<file path="src/pkg/rfcsr_pkg.sv">
package rfcsr_pkg;
   // ---------------------------------------------------------------
   // Register indices and byte addresses
   // ---------------------------------------------------------------
   localparam logic [7:0] TX_CLOCK_CONTROL_IDX = 8'h21;
   localparam logic [7:0] RX_CONTROL_IDX       = 8'h22;
   localparam logic [7:0] LEVEL_DETECTOR_IDX   = 8'h23;
   localparam logic [7:0] SYSTEM_STATUS_IDX    = 8'h24;
   localparam logic [9:0] TX_CLOCK_CONTROL_ADDR = {TX_CLOCK_CONTROL_IDX, 2'b00};
   localparam logic [9:0] RX_CONTROL_ADDR       = {RX_CONTROL_IDX, 2'b00};
   localparam logic [9:0] LEVEL_DETECTOR_ADDR   = {LEVEL_DETECTOR_IDX, 2'b00};
   localparam logic [9:0] SYSTEM_STATUS_ADDR    = {SYSTEM_STATUS_IDX, 2'b00};

   // ---------------------------------------------------------------
   // Writable masks and reset values
   // ---------------------------------------------------------------
   localparam logic [31:0] TX_CLOCK_WMASK = 32'h00043fff;
   localparam logic [31:0] RX_WMASK       = 32'h000000ff;
   localparam logic [31:0] LD_WMASK       = 32'h00007fff;
   localparam logic [31:0] RESET_VALUE    = 32'h00000000;

   // ---------------------------------------------------------------
   // Field positions
   // ---------------------------------------------------------------
   localparam int ALM_ON_BIT       = 18;
   localparam int PHASE_LSB        = 11;
   localparam int GUARD_MODE_LSB   = 8;
   localparam int D2_INV_RD_BIT    = 7;
   localparam int D2_INV_CD_BIT    = 6;
   localparam int D1_INV_RD_BIT    = 5;
   localparam int D1_INV_CD_BIT    = 4;
   localparam int READER_MODE_LSB  = 1;
   localparam int PHASE_LOOP_BIT   = 0;
   localparam int DEMOD_REF_LSB    = 6;
   localparam int MIXER_LSB        = 4;
   localparam int HPC_LSB          = 2;
   localparam int GAIN_LSB         = 0;
   localparam int NF_OFF_BIT       = 14;
   localparam int FD_SRC_LSB       = 12;
   localparam int NF_THR_LSB       = 8;
   localparam int LD_REF_A_LSB     = 4;
   localparam int LD_REF_B_LSB     = 0;

   // Rate codes: two lower and two higher bit rates
   localparam logic [1:0] RATE_106 = 2'h0;
   localparam logic [1:0] RATE_212 = 2'h1;
   localparam logic [1:0] RATE_424 = 2'h2;
   localparam logic [1:0] RATE_848 = 2'h3;

   // AHB transfer types and word size
   localparam logic [1:0] HTRANS_NONSEQ = 2'h2;
   localparam logic [1:0] HTRANS_SEQ    = 2'h3;
   localparam logic [2:0] HSIZE_WORD    = 3'h2;
endpackage

</file>
<file path="src/logic/rfcsr_regs.sv">
module rfcsr_regs (
   input  wire logic        clk,
   input  wire logic        rst,
   input  wire logic        hsel,
   input  wire logic [31:0] haddr,
   input  wire logic [1:0]  htrans,
   input  wire logic        hwrite,
   input  wire logic [2:0]  hsize,
   input  wire logic [31:0] hwdata,
   input  wire logic        hready,
   output logic [31:0]      hrdata,
   output logic             hreadyout,
   output logic             hresp,
   input  wire logic [1:0]  bitRate,
   input  wire logic        guardActive,
   input  wire logic        cardMode,
   input  wire logic        clkTrue,
   input  wire logic        nearFieldHit,
   input  wire logic        levelHit,
   input  wire logic        rxEvent,
   input  wire logic [3:0]  minimumReceiveLevel,
   input  wire logic        regulatorOutputGood,
   input  wire logic [2:0]  hostErrors,
   input  wire logic        standbyBlockedByField,
   input  wire logic [4:0]  bootCause,
   output logic [4:0]       residualNormal,
   output logic [4:0]       residualGuard,
   input  wire logic [4:0]  residualCfgNormal,
   input  wire logic [4:0]  residualCfgGuard,
   output logic             activeLoadModOn,
   output logic [2:0]       recoveredClockPhaseStep,
   output logic [2:0]       driverMode,
   output logic             driver1Clk,
   output logic             driver2Clk,
   output logic             phaseLoopOn,
   output logic [1:0]       cardDemodRefLevel,
   output logic             readerMixerOn,
   output logic             cardMixerOn,
   output logic [1:0]       highpassCornerSelect,
   output logic [1:0]       basebandGain,
   output logic             rxIrqRequest,
   output logic             nearFieldDetectorOff,
   output logic [3:0]       nearFieldThreshold,
   output logic [3:0]       levelDetectorRefA,
   output logic [3:0]       levelDetectorRefB,
   output logic             fieldPresent
);
   // ---------------------------------------------------------------
   // State
   // ---------------------------------------------------------------
   typedef struct packed {
      logic        dPend;
      logic        dWrite;
      logic [9:0]  dAddr;
      logic [31:0] txClk;
      logic [31:0] rx;
      logic [31:0] ld;
      logic [9:0]  status;
      logic [31:0] rdata;
      logic [4:0]  resN;
      logic [4:0]  resG;
      logic [2:0]  drvMode;
      logic        drv1;
      logic        drv2;
      logic        mixR;
      logic        mixC;
      logic        irq;
      logic        field;
   } rfcsr_state_type;

   rfcsr_state_type st;
   rfcsr_state_type next_st;

   logic addrPhase;
   logic highRate;
   logic inv1;
   logic inv2;

   assign addrPhase = hsel && hready && htrans[1];
   assign highRate  = (bitRate == rfcsr_pkg::RATE_424) || (bitRate == rfcsr_pkg::RATE_848);

   always_comb begin
      next_st = st;
      // ---------------------------------------------------------------
      // Bus data phase: one wait-free cycle, write lands at data phase
      // ---------------------------------------------------------------
      if (st.dPend && st.dWrite) begin
         if (st.dAddr == rfcsr_pkg::TX_CLOCK_CONTROL_ADDR) begin
            next_st.txClk = hwdata & rfcsr_pkg::TX_CLOCK_WMASK;
         end else if (st.dAddr == rfcsr_pkg::RX_CONTROL_ADDR) begin
            next_st.rx = hwdata & rfcsr_pkg::RX_WMASK;
         end else if (st.dAddr == rfcsr_pkg::LEVEL_DETECTOR_ADDR) begin
            next_st.ld = hwdata & rfcsr_pkg::LD_WMASK;
         end
      end
      next_st.dPend  = addrPhase;
      next_st.dWrite = hwrite;
      next_st.dAddr  = haddr[9:0];
      // Read data is captured in the address phase so it stands in the data phase
      next_st.rdata = 32'h00000000;
      if (addrPhase && !hwrite) begin
         if (haddr[9:0] == rfcsr_pkg::TX_CLOCK_CONTROL_ADDR) begin
            next_st.rdata = next_st.txClk;
         end else if (haddr[9:0] == rfcsr_pkg::RX_CONTROL_ADDR) begin
            next_st.rdata = next_st.rx;
         end else if (haddr[9:0] == rfcsr_pkg::LEVEL_DETECTOR_ADDR) begin
            next_st.rdata = next_st.ld;
         end else if (haddr[9:0] == rfcsr_pkg::SYSTEM_STATUS_ADDR) begin
            next_st.rdata = {22'h000000, st.status};
         end
      end
      // ---------------------------------------------------------------
      // Status word, sampled every cycle
      // ---------------------------------------------------------------
      next_st.status = {regulatorOutputGood, hostErrors, standbyBlockedByField,
                        bootCause};
      // ---------------------------------------------------------------
      // Transmit steering
      // ---------------------------------------------------------------
      if (highRate) begin
         next_st.resN = residualCfgGuard;
         next_st.resG = residualCfgNormal;
      end else begin
         next_st.resN = residualCfgNormal;
         next_st.resG = residualCfgGuard;
      end
      next_st.drvMode = guardActive
                        ? st.txClk[rfcsr_pkg::GUARD_MODE_LSB +: 3]
                        : st.txClk[rfcsr_pkg::READER_MODE_LSB +: 3];
      next_st.drv1 = clkTrue ^ inv1;
      next_st.drv2 = clkTrue ^ inv2;
      // ---------------------------------------------------------------
      // Receive steering
      // ---------------------------------------------------------------
      next_st.mixR = (st.rx[rfcsr_pkg::MIXER_LSB +: 2] == 2'h1);
      next_st.mixC = (st.rx[rfcsr_pkg::MIXER_LSB +: 2] == 2'h2);
      // Gain at maximum with lowest level blinds the receiver interrupt
      next_st.irq = rxEvent && !((st.rx[rfcsr_pkg::GAIN_LSB +: 2] == 2'h3)
                                 && (minimumReceiveLevel == 4'h0));
      // ---------------------------------------------------------------
      // Field presence
      // ---------------------------------------------------------------
      case (st.ld[rfcsr_pkg::FD_SRC_LSB +: 2])
         2'h0: next_st.field = nearFieldHit && !st.ld[rfcsr_pkg::NF_OFF_BIT];
         2'h1: next_st.field = levelHit;
         2'h2: next_st.field = (nearFieldHit && !st.ld[rfcsr_pkg::NF_OFF_BIT])
                               || levelHit;
         default: next_st.field = 1'b1;
      endcase
   end

   assign inv1 = cardMode ? st.txClk[rfcsr_pkg::D1_INV_CD_BIT] : st.txClk[rfcsr_pkg::D1_INV_RD_BIT];
   assign inv2 = cardMode ? st.txClk[rfcsr_pkg::D2_INV_CD_BIT] : st.txClk[rfcsr_pkg::D2_INV_RD_BIT];

   always_ff @(posedge clk or posedge rst) begin
      if (rst) begin
         st <= '0;
      end else begin
         st <= next_st;
      end
   end

   // ---------------------------------------------------------------
   // Outputs
   // ---------------------------------------------------------------
   assign hrdata                  = st.rdata;
   assign hreadyout               = 1'b1;
   assign hresp                   = 1'b0;
   assign residualNormal          = st.resN;
   assign residualGuard           = st.resG;
   assign activeLoadModOn         = st.txClk[rfcsr_pkg::ALM_ON_BIT];
   assign recoveredClockPhaseStep = st.txClk[rfcsr_pkg::PHASE_LSB +: 3];
   assign driverMode              = st.drvMode;
   assign driver1Clk              = st.drv1;
   assign driver2Clk              = st.drv2;
   assign phaseLoopOn             = st.txClk[rfcsr_pkg::PHASE_LOOP_BIT];
   assign cardDemodRefLevel       = st.rx[rfcsr_pkg::DEMOD_REF_LSB +: 2];
   assign readerMixerOn           = st.mixR;
   assign cardMixerOn             = st.mixC;
   assign highpassCornerSelect    = st.rx[rfcsr_pkg::HPC_LSB +: 2];
   assign basebandGain            = st.rx[rfcsr_pkg::GAIN_LSB +: 2];
   assign rxIrqRequest            = st.irq;
   assign nearFieldDetectorOff    = st.ld[rfcsr_pkg::NF_OFF_BIT];
   assign nearFieldThreshold      = st.ld[rfcsr_pkg::NF_THR_LSB +: 4];
   assign levelDetectorRefA       = st.ld[rfcsr_pkg::LD_REF_A_LSB +: 4];
   assign levelDetectorRefB       = st.ld[rfcsr_pkg::LD_REF_B_LSB +: 4];
   assign fieldPresent            = st.field;
endmodule

</file>
<file path="config.mk">
export PLATFORM = sky130hd
export DESIGN_NAME = rfcsr_regs
export DESIGN_NICKNAME = d
export VERILOG_FILES = /design/src/pkg/rfcsr_pkg.sv /design/src/logic/rfcsr_regs.sv
export SDC_FILE = /design/constraint.sdc
export NUM_CORES = 1
export LEC_CHECK = 0
export BUFFER_PORTS_ARGS = -buffer_cell sky130_fd_sc_hd__clkbuf_2
export CAP_MARGIN = 30
export CORE_ASPECT_RATIO = 1.1
export CORE_MARGIN = 2
export CORE_UTILIZATION = 40
export DETAILED_ROUTE_END_ITERATION = 10
export PLACE_DENSITY = 0.66
export SLEW_MARGIN = 20
export SYNTH_ARGS = -nofsm -noshare
export SYNTH_HDL_FRONTEND = slang
export SYNTH_SLANG_ARGS = --single-unit
</file>
<file path="constraint.sdc">
create_clock -name clk -period 9.06 [get_ports clk]
set_input_delay 0 -clock clk [delete_from_list [all_inputs] [get_ports clk]]
set_output_delay 0 -clock clk [all_outputs]
set_load 0.02 [all_outputs]
</file>
==> summary.md, run 1 <==
| Metric | Value |
|---|---|
| Status | `finished clean` |
| Row Count | `50` |
| Multi-input gate area | `1990 um^2` |
| Total power | `1610 uW` |
| Tot GR Track Use | `0.172` |
| R2r setup slk | `6.54 ns` |
| Grt ovf | `0` |
| Worst path depth | `7` |
| Vias per cell | `4.81` |
| Critical Path RT | `9.36 ns` |
| Met3 Use GR | `0.0381` |
| Cell taking the most area after synthesis | `dfrtp_1` |
| Worst Path Max Fanout | `17` |
| CP delay by family, top | `simple AND/OR/NAND/NOR gates` |
| Hold Path Origin | `bitRate[1]` |
| Core area | `17000 um^2` |
| Iter 0 DRT Violations | `314` |
| Worst setup EP type | `flip-flop` |
| F_max | `345 MHz` |
| Initial antenna violation count | `0` |
| Period utilization | `0.320` |
| Post-synthesis sequential area ratio | `0.613` |
| Syn nets | `621` |
| Flops & latches, synth | `169` |
| Total negative slack | `0 ns` |
| Leakage | `0.00411 uW` |
| Slew HR | `0.362` |
| Slowest stage delay, CP | `0.84 ns` |
| Post_cts resized | `0` |
| Yosys top cell area share | `0.613` |
| First-pass GRT wire length | `24.3 mm` |
| FF/Latch Area | `4230 um^2` |
| FF-to-FF path depth | `6` |
| Crit path from | `haddr[6]` |
| HPWL after detailed placement | `9.32 mm` |
| Via Count | `4302` |
| Ant. Diodes | `0` |
| Post-synth top flop | `dfrtp_1` |
| Vias in the first global route | `4725` |
| CP startpoint kind | `input pin` |
| Synth unique cells | `45` |
| Number of max-cap violations | `0` |
| Placed cells | `796` |
| Synthesized area per cell | `13.4 um^2` |
| EDFF count, synth | `0` |
| Post-layout nets | `753` |
| Most Crowded Layer GR | `met2` |
| Arr. time, crit path | `3.20 ns` |
| Tmin final | `2.90 ns` |
| Max-slew violation count | `0` |
| R2r startpoint | `st[166]` |
| Clock Tree Root | `clkbuf_16` |
| Layout Cells excl Fill | `894` |
| Crit-path slowest cell | `and4bb_1` |
| RSZ-0062 raised after global routing | `false` |
| Routability cong. | `0.763` |
| Hold depth | `2` |
| Hold/Removal Path Class | `input pin to flip-flop` |
| CTS Buf Count | `17` |
| Routed Antenna Nets | `0` |
| Setup WS post-layout | `6.16 ns` |
| Final setup vio count | `0` |
| Area Growth Syn to Fin | `23.8%` |
| Critical path class | `input pin to flip-flop` |
| Bufs and invs on worst path | `2` |
| DRT Wirelength | `15.3 mm` |
| H-tree levels | `4` |
| Yosys warning total | `0` |
| Port bufs | `137` |
| Post-synthesis cell area | `6900 um^2` |
| Initial Util | `0.407` |
| Synth top area cells | `dfrtp_1 61%, mux2_2 8.2%, buf_4 7.6%, and2_1 4.2%, a221oi_2 2.2%` |
| Die width | `129 um` |
| Worst vdd ir | `118 uV` |
| Sink Count | `169` |
| Asr flop ratio synth | `1.00` |
| Grt met2 use | `0.312` |
| Drt pass-1 iters | `7` |
| DIE HEIGHT | `142 um` |
| Dpl ws | `6.14 ns` |
| Largest net degree at the start of global routing | `94` |
| Most frequent cells in the layout | `169 x dfrtp_1, 137 x clkbuf_2, 63 x dlygate4sd3_1, 50 x mux2_2, 46 x and2_1` |
| Pwr dens | `189 nW/um^2` |
| Min Hold Slack | `0.0385 ns` |
| DRC | `0` |
| CTS tree | `done` |
| I/O pin count | `183` |
| Commonest non-fill, non-tap cell in the layout | `dfrtp_1` |
| Die area | `18300 um^2` |
| Hold Vio Cnt, Final | `0` |
| GR Layer Usage met1 | `0.197` |
| Least-Margin Pin Slew | `0.957 ns` |
| Postcts setup bufs | `0` |
| Skew final | `0.0105 ns` |
| Clock Latency Late Sink | `0.41 ns` |
| # fillers | `1433` |
| Crit-path cells | `dlygate4sd3_1, clkbuf_2, or4b_4, and4bb_1, nor2b_4, a221oi_1, nor3_1` |
| Worst-case clock buffer depth | `2` |
| Avg WL per Cell | `17.2 um` |
| Clock transition at path regs | `0.06 ns` |
| Gate Count Post-Synth | `515` |
| Layout cell share with drive strength beyond 1 | `0.385` |
[what timing repair did]
item                       in CTS  in global routing
hold endpoints to repair      169                  0
hold buffers                   63                  0
setup endpoints to repair       0                  0
[per-stage QoR]
stage          utilization  instance area [um^2]
6_report             0.504                  8540
5_1_grt              0.504                  8540
4_1_cts              0.501                  8490
3_5_place_dp         0.428                  7260
3_3_place_gp         0.427                  7240
2_1_floorplan            -                  6900
[state kept, by name (all words and copies together), names as in the netlist]
register,flops
readerMixerOn,1
residualNormal,5
driverMode,3
cardMixerOn,1
recoveredClockPhaseStep,3
driver2Clk,1
nearFieldThreshold,4
activeLoadModOn,1
nearFieldDetectorOff,1
hrdata,32
cardDemodRefLevel,2
st,94
highpassCornerSelect,2
levelDetectorRefB,4
fieldPresent,1
basebandGain,2
residualGuard,5
rxIrqRequest,1
driver1Clk,1
phaseLoopOn,1
levelDetectorRefA,4
[worst paths after layout]
path                                endpoint
min in group asynchronous            st[157]
setup reg to reg                   hrdata[9]
max in group asynchronous            st[140]
setup / recovery                  hrdata[16]
hold reg to reg                readerMixerOn
hold / removal             residualNormal[0]
[layer usage]
metal	part of all wire	vias to the layer above
met5	0	-
met2	0.53	121
li1	-	1972
met1	0.41	2188
met4	0.022	0
met3	0.044	21
[kinds of logic (layout without fill, tap and decap cells)]
logic type | Yosys count | after routing | synth area share
AND/OR/NAND/NOR | 144 | 144 | 0.131
multiplexers | 53 | 53 | 0.0861
other | 2 | 2 | 0.00109
flip-flops | 169 | 169 | 0.613
XOR/XNOR | 2 | 2 | 0.00254
buffers and inverters | 98 | 243 | 0.0995
AO/OA/AOI/OAI | 47 | 47 | 0.0665
[power breakdown]
part / internal, uW / switching, uW
clock network: 450 / 283
registers: 772 / 7.34
logic: 48.0 / 53.3
total: 1270 / 344
[Yosys cell counts (2+ instances only)]
master    number
a211oi_1      10
inv_1          2
nor2b_1       23
a22oi_1        2
a222oi_1      10
buf_6          3
buf_4         70
clkbuf_1      14
nand2b_1       2
a221oi_1       7
nand2_1        7
nor3_1         9
dfrtp_1      169
buf_2          4
conb_1         2
clkbuf_2       2
a21oi_1        2
mux2i_1        2
buf_8          2
and2_1        46
xnor2_1        2
mux2_2        50
a311oi_1       3
a21o_1         2
nor3_2        10
nor2_1        32
a221oi_2      10
[area by class of cell]
class | count | share of cell area
Sequential cell | 169 | 0.495
Multi-Input combinational cell | 248 | 0.233
Clock buffer | 22 | 0.0543
Timing Repair Buffer | 209 | 0.166
Clock inverter | 10 | 0.0168
Tap cell | 234 | 0.0343
Inverter | 2 | 0.00146
No activity file was read; power rests on OpenSTA's default activity.
==> run 2: changes to the inputs <==
--- a/config.mk
+++ b/config.mk
@@ -11,7 +11,7 @@
 export CORE_MARGIN = 2
 export CORE_UTILIZATION = 40
 export DETAILED_ROUTE_END_ITERATION = 10
-export PLACE_DENSITY = 0.66
+export PLACE_DENSITY = 0.69
 export SLEW_MARGIN = 20
 export SYNTH_ARGS = -nofsm -noshare
 export SYNTH_HDL_FRONTEND = slang
==> constraint.sdc (replaced) <==
create_clock -name clk -period 2.4 [get_ports clk]
set_input_delay 0 -clock clk [delete_from_list [all_inputs] [get_ports clk]]
set_output_delay 0 -clock clk [all_outputs]
set_load 0.02 [all_outputs]
==> run 2 against run 1 <==
  * Critical endpoint is now hrdata[14]
  * Utilization grew 0.52 points
  * First-iteration DRC count shrank 8.6%
  * Power rose to 3.9 times the previous value
  * Non-clock buffer count increased by 7
  * Clock power increased to 4.0 times the previous value
  * Critical path depth fell by 1
  * Highest routed layer unchanged
  * Worst hold slack better by 0.017 ns
  * Via count grew 0.98%
==> summary.md, run 2 (synthesis gave the netlist of run 1 again) <==
| Metric | Value |
|---|---|
| Status | `finished clean` |
| Row Count | `50 (unchanged)` |
| Min Hold Slack | `0.0557 ns (+0.0172 ns)` |
| RSZ-0062 raised after global routing | `false` |
| Worst vdd ir | `466 uV (+290%)` |
| CTS tree | `done` |
| Arr. time, crit path | `2.51 ns (-0.69 ns)` |
| Via Count | `4344 (+0.98%)` |
| DRT Wirelength | `15.4 mm (+0.60%)` |
| Hold/Removal Path Class | `input pin to flip-flop` |
| Tmin final | `2.25 ns` |
| Vias per cell | `4.82 (+0.19%)` |
| Clock Tree Root | `clkbuf_16` |
| I/O pin count | `183 (unchanged)` |
| Worst setup EP type | `flip-flop` |
| Area Growth Syn to Fin | `25.1%` |
| Core area | `17000 um^2 (unchanged)` |
| Setup WS post-layout | `0.150 ns (-6.01 ns)` |
| Number of max-cap violations | `0 (unchanged)` |
| Clock Latency Late Sink | `0.43 ns (+0.02 ns)` |
| Hold Vio Cnt, Final | `0 (unchanged)` |
| Crit path from | `st[162]` |
| Clock transition at path regs | `0.07 ns (about the same)` |
| Tot GR Track Use | `0.177 (+0.00426)` |
| Period utilization | `0.938` |
| Initial antenna violation count | `0 (unchanged)` |
| Max-slew violation count | `0 (unchanged)` |
| Die area | `18300 um^2 (unchanged)` |
| Leakage | `0.00416 uW (+1.2%)` |
| Avg WL per Cell | `17.1 um (-0.18%)` |
| Routability cong. | `0.746 (-2.2%)` |
| R2r setup slk | `0.15 ns (-6.39 ns)` |
| F_max | `444 MHz` |
| Least-Margin Pin Slew | `0.936 ns (-0.0207 ns)` |
| Iter 0 DRT Violations | `287 (-8.6%)` |
| Routed Antenna Nets | `0 (unchanged)` |
| Postcts setup bufs | `0 (unchanged)` |
| FF-to-FF path depth | `6 (unchanged)` |
| Initial Util | `0.407 (unchanged)` |
| Worst Path Max Fanout | `10 (-7)` |
| Total negative slack | `0 ns (unchanged)` |
| Most frequent cells in the layout | `169 x dfrtp_1, 137 x clkbuf_2, 63 x dlygate4sd3_1, 50 x mux2_2, 46 x and2_1` |
| Dpl ws | `0.0651 ns (-6.07 ns)` |
| Grt ovf | `0 (unchanged)` |
| Skew final | `0.0143 ns (+0.00384 ns)` |
| DIE HEIGHT | `142 um (unchanged)` |
| RR Endpoint | `hrdata[14]` |
| Sink Count | `169 (unchanged)` |
| Post-layout nets | `760 (+0.93%)` |
| Critical Path End | `hrdata[14]` |
| HPWL after detailed placement | `9.65 mm (+3.6%)` |
| Drt pass-1 iters | `6 (-1)` |
| First-pass GRT wire length | `24.8 mm (+1.8%)` |
| Critical path class | `flip-flop to flip-flop` |
| R2r startpoint | `st[162]` |
| CTS Buf Count | `17 (unchanged)` |
| Max FFs per register | `94 (unchanged)` |
| Port bufs | `137 (unchanged)` |
| Final setup vio count | `0 (unchanged)` |
| Final core occ | `0.509 (+0.00517)` |
| Slew HR | `0.376 (+0.0138)` |
| Vias in the first global route | `4780 (+1.2%)` |
| Layout cell share with drive strength beyond 1 | `0.396 (+0.0115)` |
| Largest net degree at the start of global routing | `68 (-28%)` |
| Pwr dens | `727 nW/um^2 (+290%)` |
| Hold depth | `2 (unchanged)` |
| Worst-case clock buffer depth | `2 (unchanged)` |
| Critical Path RT | `2.66 ns (-6.70 ns)` |
| DRC | `0 (unchanged)` |
| Die width | `129 um (unchanged)` |
| Commonest non-fill, non-tap cell in the layout | `dfrtp_1` |
| CP startpoint kind | `flip-flop` |
| H-tree levels | `4 (unchanged)` |
| Largest register by flop count | `st` |
==> run 2: cell count changes in the layout (fill, tap and decap cells not counted), moves of 2 or more <==
| cell | previous run | this run |
|---|---|---|
| buf_4 | 5 | 14 |
| buf_6 | 3 | 0 |
| bufinv_16 | 3 | 5 |
| clkbuf_1 | 3 | 1 |
| clkinv_2 | 1 | 3 |
| clkinv_4 | 3 | 1 |
==> run 2: layout make-up <==
cell class,instances,area [um^2]
Multi-Input combinational cell,248,2000
Inverter,2,11.3
Sequential cell,169,4230
Timing Repair Buffer,216,1460
Antenna cell,1,2.50
Tap cell,234,293
Fill cell,1449,8320
Clock inverter,12,198
Clock buffer,19,443
==> run 2: per-stage QoR <==
stage | total power, uW | cell area, um^2 | cells
floorplan | 3180 | 6900 | 515
global placement | 3270 | 7330 | 805
detailed placement | 3290 | 7330 | 805
CTS | 6330 | 8610 | 899
global route | 6500 | 8630 | 900
finish | 6270 | 8630 | 901
==> run 2: power by group <==
group | total [uW] | switching, uW | leakage (uW) | internal (uW)
Clock | 2950 | 1090 | 0.000309 | 1870
Combinational | 379 | 200 | 0.00163 | 179
Sequential | 2940 | 29.9 | 0.00222 | 2910
==> run 2: how the worst min path moves through the flow <==
stage	from	end	slack, ns
floorplan	haddr[0]	st[157]	0.03
global placement	bootCause[0]	st[51]	0.11
detailed placement	bootCause[4]	st[55]	0.11
CTS	bitRate[1]	residualNormal[2]	0.01
global route	bitRate[1]	residualGuard[0]	0.06
finish	bitRate[1]	residualNormal[4]	0.06
==> run 2: repair_timing <==
item | CTS | global route
endpoints found under the setup margin | 0 | 3
resized for setup | 0 | 1
hold endpoints to repair | 247 | 0
hold buffers | 63 | 0
==> run 2: worst max-delay path: stages (launching register included) <==
cell      delay (ns)
dfrtp_1         0.40
nor4b_2         0.40
and4_2          0.36
buf_4           0.25
mux2_1          0.37
a22oi_1         0.20
a211oi_1        0.10
==> run 2: metal layers <==
metal,up-vias,GRT usage,part of all wire
met5,-,0,0
met4,0,0.0658,0.017
met3,19,0.0422,0.042
met2,109,0.306,0.53
met1,2233,0.213,0.42
li1,1983,-,-
